[src/pkg/shsc_pkg.sv]
// Purpose: constants and types shared by the standby halt/stop control
// Assumes: 250 MHz clk, one-cycle enable pulses stand in for slower rates
// Notes:   operand codes are the 4-bit instruction operand values
package shsc_pkg;
    localparam logic [3:0]  OPND_TIMER     = 4'h2;
    localparam logic [3:0]  OPND_GENERAL   = 4'h8;
    localparam logic [7:0]  TMM_RESET      = 8'hff;
    // timer tick is 64 us at a 4 MHz oscillator
    localparam int          TICK_NS        = 64000;
    localparam int          CLK_NS         = 4;
    localparam int          TICK_CYC       = TICK_NS / CLK_NS;
    localparam int          TICK_CYC_W     = 14;
    localparam logic [13:0] TICK_LAST      = 14'(TICK_CYC - 1);

    typedef enum logic [2:0] {
        SHSC_RUN   = 3'b000,
        SHSC_HALT  = 3'b001,
        SHSC_STOP  = 3'b011,
        SHSC_WAIT  = 3'b010,
        SHSC_HALT2 = 3'b110
    } shsc_mode_type;
endpackage

[src/verilog/shsc_tick.sv]
// Purpose: divider making the 64 us timer tick enable
// Assumes: run held low outside the stabilisation wait
// Notes:   restarts from zero when run rises
`timescale 1ns/1ns
module shsc_tick (
    input  wire logic clk,
    input  wire logic rst_n,
    input  wire logic run,
    output logic      tick
);
    typedef struct packed {
        logic [13:0] cnt;
        logic        tick;
    } shsc_tick_st_type;
    shsc_tick_st_type s_q, s_d;

    always_comb begin
        s_d = s_q;
        s_d.tick = 1'b0;
        if (!run) begin
            s_d.cnt = 14'h0000;
        end else if (s_q.cnt == shsc_pkg::TICK_LAST) begin
            s_d.cnt = 14'h0000;
            s_d.tick = 1'b1;
        end else begin
            s_d.cnt = s_q.cnt + 14'h0001;
        end
    end

    always_ff @(posedge clk or negedge rst_n) begin
        if (!rst_n) begin
            s_q <= '0;
        end else begin
            s_q <= s_d;
        end
    end

    assign tick = s_q.tick;
endmodule

[src/verilog/shsc_pins.sv]
// Purpose: level checks of the port pins used by entry and wake
// Assumes: pins sampled synchronously, configuration static during standby
// Notes:   purely combinational, registered by the caller
`timescale 1ns/1ns
module shsc_pins (
    input  wire logic [3:0] port_group_a_pins,
    input  wire logic [3:0] port_group_b_pins,
    input  wire logic [3:0] port_group_c_pins,
    input  wire logic [3:0] port_group_d_pins,
    input  wire logic [3:0] port_group_e_pins,
    input  wire logic [2:0] port1_group_a_pins,
    input  wire logic       port1_group_b_pin0,
    input  wire logic [11:0] bcd_is_input,
    input  wire logic       e_key_matrix,
    input  wire logic       p1_key_matrix,
    input  wire logic       p1_clear_level,
    output logic            all_idle,
    output logic            any_wake
);
    logic [11:0] bcd;
    logic [3:0]  p1;
    logic        a_hi, bcd_hi, e_hi, p1_idle;
    logic        a_lo, bcd_lo, e_lo, p1_clr;

    assign bcd     = {port_group_d_pins, port_group_c_pins, port_group_b_pins};
    assign p1      = {port1_group_b_pin0, port1_group_a_pins};
    assign a_hi    = &port_group_a_pins;
    assign bcd_hi  = &(bcd | ~bcd_is_input);
    assign e_hi    = !e_key_matrix || (&port_group_e_pins);
    assign p1_idle = !p1_key_matrix || (p1 == {4{~p1_clear_level}});
    assign a_lo    = !a_hi;
    assign bcd_lo  = |(~bcd & bcd_is_input);
    assign e_lo    = e_key_matrix && !(&port_group_e_pins);
    assign p1_clr  = p1_key_matrix && (p1 != {4{~p1_clear_level}});
    assign all_idle = a_hi && bcd_hi && e_hi && p1_idle;
    assign any_wake = a_lo || bcd_lo || e_lo || p1_clr;
endmodule

[src/verilog/shsc_top.sv]
// Purpose: decides standby entry for halt/stop and times the stop release
// Assumes: cpu issues one-cycle halt_req/stop_req with the operand alongside
// Notes:   osc_enable low models the stopped oscillator; clk keeps running here
`timescale 1ns/1ns
module shsc_top (
    input  wire logic        clk,
    input  wire logic        rst_n,
    input  wire logic        halt_req,
    input  wire logic        stop_req,
    input  wire logic [3:0]  operand,
    input  wire logic        timer_irq_flag,
    input  wire logic        interval_timer_irq_flag,
    input  wire logic        ext_pin_irq_flag,
    input  wire logic        timer_irq_enable,
    input  wire logic        interval_timer_irq_enable,
    input  wire logic        ext_pin_irq_enable,
    input  wire logic        ext_pin_edge_seen,
    input  wire logic [7:0]  timer_modulo_value,
    input  wire logic [3:0]  port_group_a_pins,
    input  wire logic [3:0]  port_group_b_pins,
    input  wire logic [3:0]  port_group_c_pins,
    input  wire logic [3:0]  port_group_d_pins,
    input  wire logic [3:0]  port_group_e_pins,
    input  wire logic [2:0]  port1_group_a_pins,
    input  wire logic        port1_group_b_pin0,
    input  wire logic [11:0] bcd_is_input,
    input  wire logic        e_key_matrix,
    input  wire logic        p1_key_matrix,
    input  wire logic        p1_clear_level,
    input  wire logic        halt_release,
    output logic             cpu_stall,
    output logic             osc_enable,
    output logic             instr_nop,
    output logic             timer_flag_clear,
    output logic             interval_timer_start,
    output logic             timer_restart,
    output logic             timer_flag_set,
    output logic [7:0]       timer_count,
    output logic [2:0]       mode
);
    typedef struct packed {
        shsc_pkg::shsc_mode_type st;
        logic [7:0] cnt;
        logic       nop;
        logic       fclr;
        logic       ibt;
        logic       trst;
        logic       fset;
        logic       halt_tmr;
        logic       stall;
        logic       osc;
    } shsc_st_type;
    shsc_st_type s_q, s_d;

    logic all_idle, any_wake, tick, flags_pending, wake;
    logic        in_run, in_halt, in_stop, in_wait;
    logic [11:0] bcd_pins;
    logic [3:0]  p1_pins;

    // operand decode shared by the entry logic and the checks
    function automatic logic is_timer_op(input logic [3:0] op);
        return op == shsc_pkg::OPND_TIMER;
    endfunction

    function automatic logic is_general_op(input logic [3:0] op);
        return op == shsc_pkg::OPND_GENERAL;
    endfunction

    shsc_pins u_pins (
        .port_group_a_pins  (port_group_a_pins),
        .port_group_b_pins  (port_group_b_pins),
        .port_group_c_pins  (port_group_c_pins),
        .port_group_d_pins  (port_group_d_pins),
        .port_group_e_pins  (port_group_e_pins),
        .port1_group_a_pins (port1_group_a_pins),
        .port1_group_b_pin0 (port1_group_b_pin0),
        .bcd_is_input       (bcd_is_input),
        .e_key_matrix       (e_key_matrix),
        .p1_key_matrix      (p1_key_matrix),
        .p1_clear_level     (p1_clear_level),
        .all_idle           (all_idle),
        .any_wake           (any_wake)
    );

    shsc_tick u_tick (
        .clk   (clk),
        .rst_n (rst_n),
        .run   (s_q.st == shsc_pkg::SHSC_WAIT),
        .tick  (tick)
    );

    assign flags_pending = (timer_irq_flag && timer_irq_enable)
                        || (interval_timer_irq_flag && interval_timer_irq_enable)
                        || (ext_pin_irq_flag && ext_pin_irq_enable);
    assign wake = any_wake || (ext_pin_edge_seen && ext_pin_irq_enable);

    always_comb begin
        s_d = s_q;
        s_d.nop = 1'b0;
        s_d.fclr = 1'b0;
        s_d.ibt = 1'b0;
        s_d.trst = 1'b0;
        s_d.fset = 1'b0;
        case (s_q.st)
            shsc_pkg::SHSC_RUN: begin
                if (halt_req) begin
                    if (is_timer_op(operand) && !timer_irq_flag) begin
                        s_d.st = shsc_pkg::SHSC_HALT;
                        s_d.halt_tmr = 1'b1;
                    end else if (is_general_op(operand) && !flags_pending && all_idle) begin
                        s_d.st = shsc_pkg::SHSC_HALT;
                        s_d.halt_tmr = 1'b0;
                    end else begin
                        s_d.nop = 1'b1;
                    end
                end else if (stop_req) begin
                    // entry rejected if the wake would fire at once, avoiding a hang
                    if (is_general_op(operand) && all_idle
                        && !(ext_pin_irq_flag && ext_pin_irq_enable)) begin
                        s_d.st = shsc_pkg::SHSC_STOP;
                    end else begin
                        s_d.nop = 1'b1;
                    end
                end
            end
            shsc_pkg::SHSC_HALT: begin
                // halt release itself is sequenced by the cpu
                if (halt_release) begin
                    s_d.st = shsc_pkg::SHSC_RUN;
                end
            end
            shsc_pkg::SHSC_STOP: begin
                if (wake) begin
                    s_d.st = shsc_pkg::SHSC_WAIT;
                    s_d.fclr = 1'b1;
                    s_d.ibt = 1'b1;
                    s_d.trst = 1'b1;
                    s_d.cnt = 8'h00;
                end
            end
            shsc_pkg::SHSC_WAIT: begin
                // count 0..modulo inclusive, one per tick
                if (tick) begin
                    if (s_q.cnt == timer_modulo_value) begin
                        s_d.fset = 1'b1;
                        s_d.st = shsc_pkg::SHSC_RUN;
                        s_d.cnt = 8'h00;
                    end else begin
                        s_d.cnt = s_q.cnt + 8'h01;
                    end
                end
            end
            default: begin
                s_d.st = shsc_pkg::SHSC_RUN;
            end
        endcase
        // registered copies of the next mode keep decode logic off the pins
        s_d.stall = (s_d.st != shsc_pkg::SHSC_RUN);
        s_d.osc = (s_d.st != shsc_pkg::SHSC_STOP);
    end

    always_ff @(posedge clk or negedge rst_n) begin
        if (!rst_n) begin
            s_q <= '0;
            s_q.osc <= 1'b1;
        end else begin
            s_q <= s_d;
        end
    end

    assign cpu_stall            = s_q.stall;
    assign osc_enable           = s_q.osc;
    assign instr_nop            = s_q.nop;
    assign timer_flag_clear     = s_q.fclr;
    assign interval_timer_start = s_q.ibt;
    assign timer_restart        = s_q.trst;
    assign timer_flag_set       = s_q.fset;
    assign timer_count          = s_q.cnt;
    assign mode                 = s_q.st;

    // decoded views used only by the checks below
    assign in_run   = (s_q.st == shsc_pkg::SHSC_RUN);
    assign in_halt  = (s_q.st == shsc_pkg::SHSC_HALT);
    assign in_stop  = (s_q.st == shsc_pkg::SHSC_STOP);
    assign in_wait  = (s_q.st == shsc_pkg::SHSC_WAIT);
    assign bcd_pins = {port_group_d_pins, port_group_c_pins, port_group_b_pins};
    assign p1_pins  = {port1_group_b_pin0, port1_group_a_pins};

    a_stop_release: assert property (@(posedge clk) disable iff (!rst_n)
        (s_q.st == shsc_pkg::SHSC_STOP && wake) |=> timer_flag_clear && timer_restart
            && interval_timer_start && s_q.st == shsc_pkg::SHSC_WAIT)
        else $error("stop release actions missing");
    a_osc_off: assert property (@(posedge clk) disable iff (!rst_n)
        (s_q.st == shsc_pkg::SHSC_STOP) |-> !osc_enable && cpu_stall)
        else $error("oscillator running in stop");
    a_halt_timer: assert property (@(posedge clk) disable iff (!rst_n)
        (s_q.st == shsc_pkg::SHSC_RUN && halt_req && operand == shsc_pkg::OPND_TIMER && timer_irq_flag)
            |=> instr_nop && s_q.st == shsc_pkg::SHSC_RUN)
        else $error("timer halt entered with flag set");
    a_halt_general: assert property (@(posedge clk) disable iff (!rst_n)
        (s_q.st == shsc_pkg::SHSC_RUN && halt_req && operand == shsc_pkg::OPND_GENERAL
            && (flags_pending || !all_idle)) |=> instr_nop)
        else $error("general halt entered while blocked");
    a_stop_nop: assert property (@(posedge clk) disable iff (!rst_n)
        (s_q.st == shsc_pkg::SHSC_RUN && stop_req && !halt_req && !all_idle)
            |=> s_q.st == shsc_pkg::SHSC_RUN && instr_nop)
        else $error("stop entered with pins active");
    a_bad_operand: assert property (@(posedge clk) disable iff (!rst_n)
        (s_q.st == shsc_pkg::SHSC_RUN && (halt_req || stop_req)
            && operand != shsc_pkg::OPND_TIMER && operand != shsc_pkg::OPND_GENERAL) |=> instr_nop)
        else $error("undefined operand entered standby");
    a_wait_end: assert property (@(posedge clk) disable iff (!rst_n)
        (s_q.st == shsc_pkg::SHSC_WAIT && tick && s_q.cnt == timer_modulo_value)
            |=> timer_flag_set && !cpu_stall)
        else $error("wait did not end at modulo");
    a_wait_hold: assert property (@(posedge clk) disable iff (!rst_n)
        (s_q.st == shsc_pkg::SHSC_WAIT && !tick) |=> s_q.st == shsc_pkg::SHSC_WAIT && $stable(s_q.cnt))
        else $error("wait advanced without tick");
    a_wake_pin: assert property (@(posedge clk) disable iff (!rst_n)
        (s_q.st == shsc_pkg::SHSC_STOP && !(&port_group_a_pins)) |=> osc_enable)
        else $error("group a low did not wake");

    a_halt_timer_in: assert property (@(posedge clk) disable iff (!rst_n)
        (in_run && halt_req && is_timer_op(operand) && !timer_irq_flag)
            |=> mode == shsc_pkg::SHSC_HALT && !instr_nop)
        else $error("timer halt refused with flag clear");

    a_halt_gen_in: assert property (@(posedge clk) disable iff (!rst_n)
        (in_run && halt_req && is_general_op(operand) && !flags_pending && all_idle)
            |=> mode == shsc_pkg::SHSC_HALT && cpu_stall)
        else $error("general halt refused while allowed");

    a_halt_pin_a: assert property (@(posedge clk) disable iff (!rst_n)
        (in_run && halt_req && is_general_op(operand) && !(&port_group_a_pins))
            |=> in_run && instr_nop)
        else $error("general halt entered with group a low");

    a_halt_pin_bcd: assert property (@(posedge clk) disable iff (!rst_n)
        (in_run && halt_req && is_general_op(operand) && |(~bcd_pins & bcd_is_input))
            |=> in_run && instr_nop)
        else $error("general halt entered with input pin low");

    a_halt_key_e: assert property (@(posedge clk) disable iff (!rst_n)
        (in_run && halt_req && is_general_op(operand) && e_key_matrix && !(&port_group_e_pins))
            |=> in_run && instr_nop)
        else $error("general halt entered with group e key low");

    a_halt_key_p1: assert property (@(posedge clk) disable iff (!rst_n)
        (in_run && halt_req && is_general_op(operand) && p1_key_matrix && p1_pins != {4{~p1_clear_level}})
            |=> in_run && instr_nop)
        else $error("general halt entered with port1 key active");

    a_halt_exit: assert property (@(posedge clk) disable iff (!rst_n)
        (in_halt && halt_release) |=> in_run && !cpu_stall)
        else $error("halt release ignored");

    a_stop_enter: assert property (@(posedge clk) disable iff (!rst_n)
        (in_run && stop_req && !halt_req && is_general_op(operand) && all_idle
            && !(ext_pin_irq_flag && ext_pin_irq_enable)) |=> in_stop && !osc_enable)
        else $error("allowed stop not entered");

    a_stop_pin_busy: assert property (@(posedge clk) disable iff (!rst_n)
        (in_run && stop_req && !halt_req && ext_pin_irq_flag && ext_pin_irq_enable)
            |=> in_run && instr_nop)
        else $error("stop entered with pin request pending");

    a_stop_hold: assert property (@(posedge clk) disable iff (!rst_n)
        (in_stop && all_idle && !(ext_pin_edge_seen && ext_pin_irq_enable))
            |=> in_stop && !osc_enable && !timer_flag_clear)
        else $error("stop left without a wake source");

    a_wake_bcd: assert property (@(posedge clk) disable iff (!rst_n)
        (in_stop && |(~bcd_pins & bcd_is_input))
            |=> in_wait && osc_enable)
        else $error("input pin low did not wake");

    a_wake_ext: assert property (@(posedge clk) disable iff (!rst_n)
        (in_stop && ext_pin_edge_seen && ext_pin_irq_enable)
            |=> in_wait && osc_enable)
        else $error("pin interrupt edge did not wake");

    a_wake_key_e: assert property (@(posedge clk) disable iff (!rst_n)
        (in_stop && e_key_matrix && !(&port_group_e_pins))
            |=> in_wait && osc_enable)
        else $error("group e key did not wake");

    a_wake_key_p1: assert property (@(posedge clk) disable iff (!rst_n)
        (in_stop && p1_key_matrix && p1_pins != {4{~p1_clear_level}})
            |=> in_wait && osc_enable)
        else $error("port1 key did not wake");

    a_wait_start: assert property (@(posedge clk) disable iff (!rst_n)
        (!in_wait ##1 in_wait) |-> timer_count == 8'h00 && timer_flag_clear
            && timer_restart && interval_timer_start)
        else $error("wait entered without release actions");

    a_pulse_once: assert property (@(posedge clk) disable iff (!rst_n)
        timer_flag_clear |=> !timer_flag_clear && !timer_restart && in_wait)
        else $error("release pulse longer than one cycle");

    a_wait_osc: assert property (@(posedge clk) disable iff (!rst_n)
        in_wait |-> osc_enable && cpu_stall)
        else $error("wait without oscillator or stall");

    a_wait_step: assert property (@(posedge clk) disable iff (!rst_n)
        (in_wait && tick && timer_count != timer_modulo_value)
            |=> in_wait && timer_count == $past(timer_count) + 8'h01)
        else $error("wait count missed a tick");

    a_run_clear: assert property (@(posedge clk) disable iff (!rst_n)
        in_run |-> osc_enable && !cpu_stall)
        else $error("run mode with stall or oscillator off");

    a_run_quiet: assert property (@(posedge clk) disable iff (!rst_n)
        (!in_run && (halt_req || stop_req)) |=> !instr_nop)
        else $error("request outside run answered");

    c_halt_entry: cover property (@(posedge clk) disable iff (!rst_n)
        s_q.st == shsc_pkg::SHSC_RUN ##1 s_q.st == shsc_pkg::SHSC_HALT);
    c_stop_wake: cover property (@(posedge clk) disable iff (!rst_n)
        s_q.st == shsc_pkg::SHSC_STOP ##1 s_q.st == shsc_pkg::SHSC_WAIT);
    c_resume: cover property (@(posedge clk) disable iff (!rst_n) timer_flag_set);
    c_nop: cover property (@(posedge clk) disable iff (!rst_n) instr_nop);
    c_wait_tick: cover property (@(posedge clk) disable iff (!rst_n) in_wait && tick);
endmodule

[config.mk]
export PLATFORM = sky130hd
export DESIGN_NAME = shsc_top
export DESIGN_NICKNAME = d
export VERILOG_FILES = /design/src/pkg/shsc_pkg.sv /design/src/verilog/shsc_tick.sv /design/src/verilog/shsc_pins.sv /design/src/verilog/shsc_top.sv
export SDC_FILE = /design/constraint.sdc
export NUM_CORES = 1
export LEC_CHECK = 0
export ABC_AREA = 1
export BUFFER_PORTS_ARGS = -buffer_cell sky130_fd_sc_hd__buf_4
export CAP_MARGIN = 20
export CORE_MARGIN = 8
export CORE_UTILIZATION = 48
export DETAILED_ROUTE_END_ITERATION = 8
export GPL_TIMING_DRIVEN = 0
export PLACE_DENSITY = 0.79
export SYNTH_ARGS = -nofsm -noshare
export SYNTH_HDL_FRONTEND = slang
export SYNTH_SLANG_ARGS = --single-unit
[constraint.sdc]
create_clock -name clk -period 1.95 [get_ports clk]
set_clock_uncertainty 0.15 [all_clocks]
set_input_delay 0.39 -clock clk [delete_from_list [all_inputs] [get_ports clk]]
set_output_delay 0.39 -clock clk [all_outputs]
set_load 0.02 [all_outputs]
==> results by group <==
Global route
  – Largest net degree at the start of global routing: 32
  – Vias in the first global route: 2022
  – Initial antenna violation count: 0
  – Total GRT Usage: 0.1650
  – GR Overflow Total: 0
  – Global-route wire length before repair: 8.659 mm

STA
  – Final worst slack: 0.1583 ns
  – Max Clk Rate: 558.1 MHz
  – RSZ-0062 raised after global routing: no
  – Final period util: 0.9188
  – Period minus WS final: 1.792 ns
  – Final hold vios: 0
  – Final hold slack: 0.2111 ns
  – # setup viols final: 0
  – Max Slew Vio Count: 0
  – Setup TNS: 0 ns

Die
  – Num rows: 23
  – Die X: 80.66 µm
  – Ports: 81
  – Initial Utilization: 0.5017
  – Die Span Y: 80.66 µm
  – Core footprint: 4000 µm²
  – Die area: 6506 µm²

Synth
  – Gate Count Post-Synth: 256
  – Syn Area/Cell: 7.840 µm²
  – Net Count, Synth: 321
  – Sequential share of the synthesized area: 0.3872
  – Library cells used by synthesis: 39
  – Synthesis-stage register bit count: 31
  – Syn Std Cell Area: 2007 µm²
  – Ys Warns: 0

Route
  – Final routed DRC violation total: 0
  – Avg Vias per Cell: 4.732
  – 1st-iter DRT viols: 96
  – Vias: 1869
  – WL final: 4.733 mm
  – DR WL/cell: 11.98 µm
  – First drt pass iteration count: 4
  – Final ANT Viol Nets: 0

Critical path
  – CP Class: flip-flop to flip-flop
  – Req. time, crit path: 1.96 ns
  – Slowest CP cell: dfrtp_1
  – CP dominant cell by count: nand2_2
  – Critical Path End Type: flip-flop
  – CP max FO: 9
  – CP Launch Type: flip-flop
  – Critical Path AT: 1.80 ns
  – Slowest stage delay, CP: 0.37 ns
  – Crit-path cells: ha_1, nand3_2, nor2_2, nand2_2, nor2_4, nand4_2, nand2_2, inv_2, o21ai_0, a21oi_1

Placement
  – Setup slack at placement: 0.1675 ns
  – GPL Wtd Cong: 0.7922
  – PortBufs: 80
  – Final HPWL DP: 3.891 mm
  – Area after DPL: 2670 µm²

Pwr
  – Cell Pwr Density: 535.0 nW/µm²
  – Leakage Power: 1.507 nW
  – Total Power: 1.497 mW
  – Worst vdd ir: 0.0004298 V

Layout
  – Register Area: 777.0 µm²
  – Layout overhead on the synthesized area: 39.40%
  – Layout cell share with drive strength beyond 1: 0.3623
  – # diodes: 0
  – Commonest non-fill, non-tap cell in the layout: buf_4
  – Multi-input combinational cell area: 1023 µm²
  – Most frequent cells in the layout: buf_4 (82), nand2_1 (53), inv_1 (42)
  – Fill cells: 332
  – Post-route cell area: 2798 µm²
  – Nets@finish: 409

Clocking
  – Cell chosen for the clock root: clkbuf_8
  – Deepest clock path buffer count: 2
  – Setup bufs post-CTS: 0
  – Post-CTS Resized: 0
  – CTS Sinks: 31
  – Clock-pin slew on the worst setup and hold paths: 0.07 ns
  – Cts bufs inserted: 5
  – CTS tree: built
  – Worst skew pair latency: 0.28 ns
  – Hold_buf cts: 1
  – CTS HTree Levels: 2

Outcome
  – Status: complete, no violations

Hold path
  – Hold Crit Class: input port to flip-flop

Run
  – Max-cap viol count: 0
[kinds of logic (layout without fill, tap and decap cells)]
logic type	Yosys count	after routing	synth area share
AOI/OAI and AO/OA	19	19	0.05674
xor gates and xnor gates	18	18	0.08603
adders and majority gates	2	2	0.01247
buffers and inverters	49	138	0.1029
DFF	31	31	0.3872
other	1	1	0.001869
and+or+nand+nor	136	136	0.3529
[flip-flops by register name, summed over array words and instances (netlist names)]
signal and cells:
u_tick.s_q 14, timer_count 8, mode 3, cpu_stall 1
instr_nop 1, osc_enable 1, timer_flag_clear 1, timer_flag_set 1
u_tick.tick 1
[final cells by class]
type,count,area share
clock buffers,6,0.02952
plain buffers,4,0.01342
inverters,45,0.06038
clock inverters,2,0.01252
flip-flops and latches,31,0.2777
multi-input cells,176,0.3658
well taps,50,0.02236
repair buffers,81,0.2182
[critical path, delay by kind of cell, from the launching register on]
family	cells	cell delay (ns)
buffers and inverters	1	0.05
adder cells (fa/ha/maj)	1	0.21
AND/OR/NAND/NOR	6	0.76
flip-flops	1	0.37
AO/OA/AOI/OAI	2	0.13
[per-stage QoR]
stage	utilization	cells
after CTS	0.6994	395
final	0.6994	395
after floorplan	-	256
after detailed placement	0.6675	386
after global routing	0.6994	395
after global placement	0.6675	386
[report_power, final]
part / internal [mW] / total, mW / switching, mW
registers: 0.648 / 0.654 / 0.00606
clock network: 0.413 / 0.655 / 0.242
logic: 0.111 / 0.188 / 0.0766
[synthesized netlist by cell type, drive strengths merged]
library cell  instances  area (µm²)
buf                   4       37.53
xnor2                 7       76.32
dfrtp                30       750.7
inv                  45       168.9
nor3b                 1       7.510
and2                  2       13.77
a21oi                10       57.56
nand4                 6       43.79
nand3                20       110.1
ha                    2       25.02
o21ai                 7       38.79
dfstp                 1       26.28
a41oi                 1       8.760
and3                  1       6.260
xor2                 11       96.34
conb                  1       3.750
nor3                 10       88.84
nor2                 31       143.9
a31o                  1       8.760
nor4                  1       6.260
or4                   1       7.510
or2                   1       6.260
nand2                61       254.0
nand3b                1       20.02
[path summary, 6_finish.rpt]
check	start	endpoint	slack, ns	depth (start not counted)
min	halt_req	instr_nop	0.21	3
max reg2reg	u_tick.s_q[1]	u_tick.s_q[12]	0.16	10
min in group asynchronous	rst_n	u_tick.s_q[7]	0.42	2
max	u_tick.s_q[1]	u_tick.s_q[12]	0.16	10
max in group asynchronous	rst_n	osc_enable	0.90	2
min reg2reg	u_tick.s_q[1]	u_tick.s_q[1]	0.31	1
[per-layer routing]
layer	vias to the layer above	wire (µm)	global-route usage
li1	974	-	-
met1	830	1846	0.1757
met2	57	2386	0.2855
met3	8	442	0.07143
met4	0	57	0.05357
met5	-	0	0
Power figures use the tool's default switching activity.
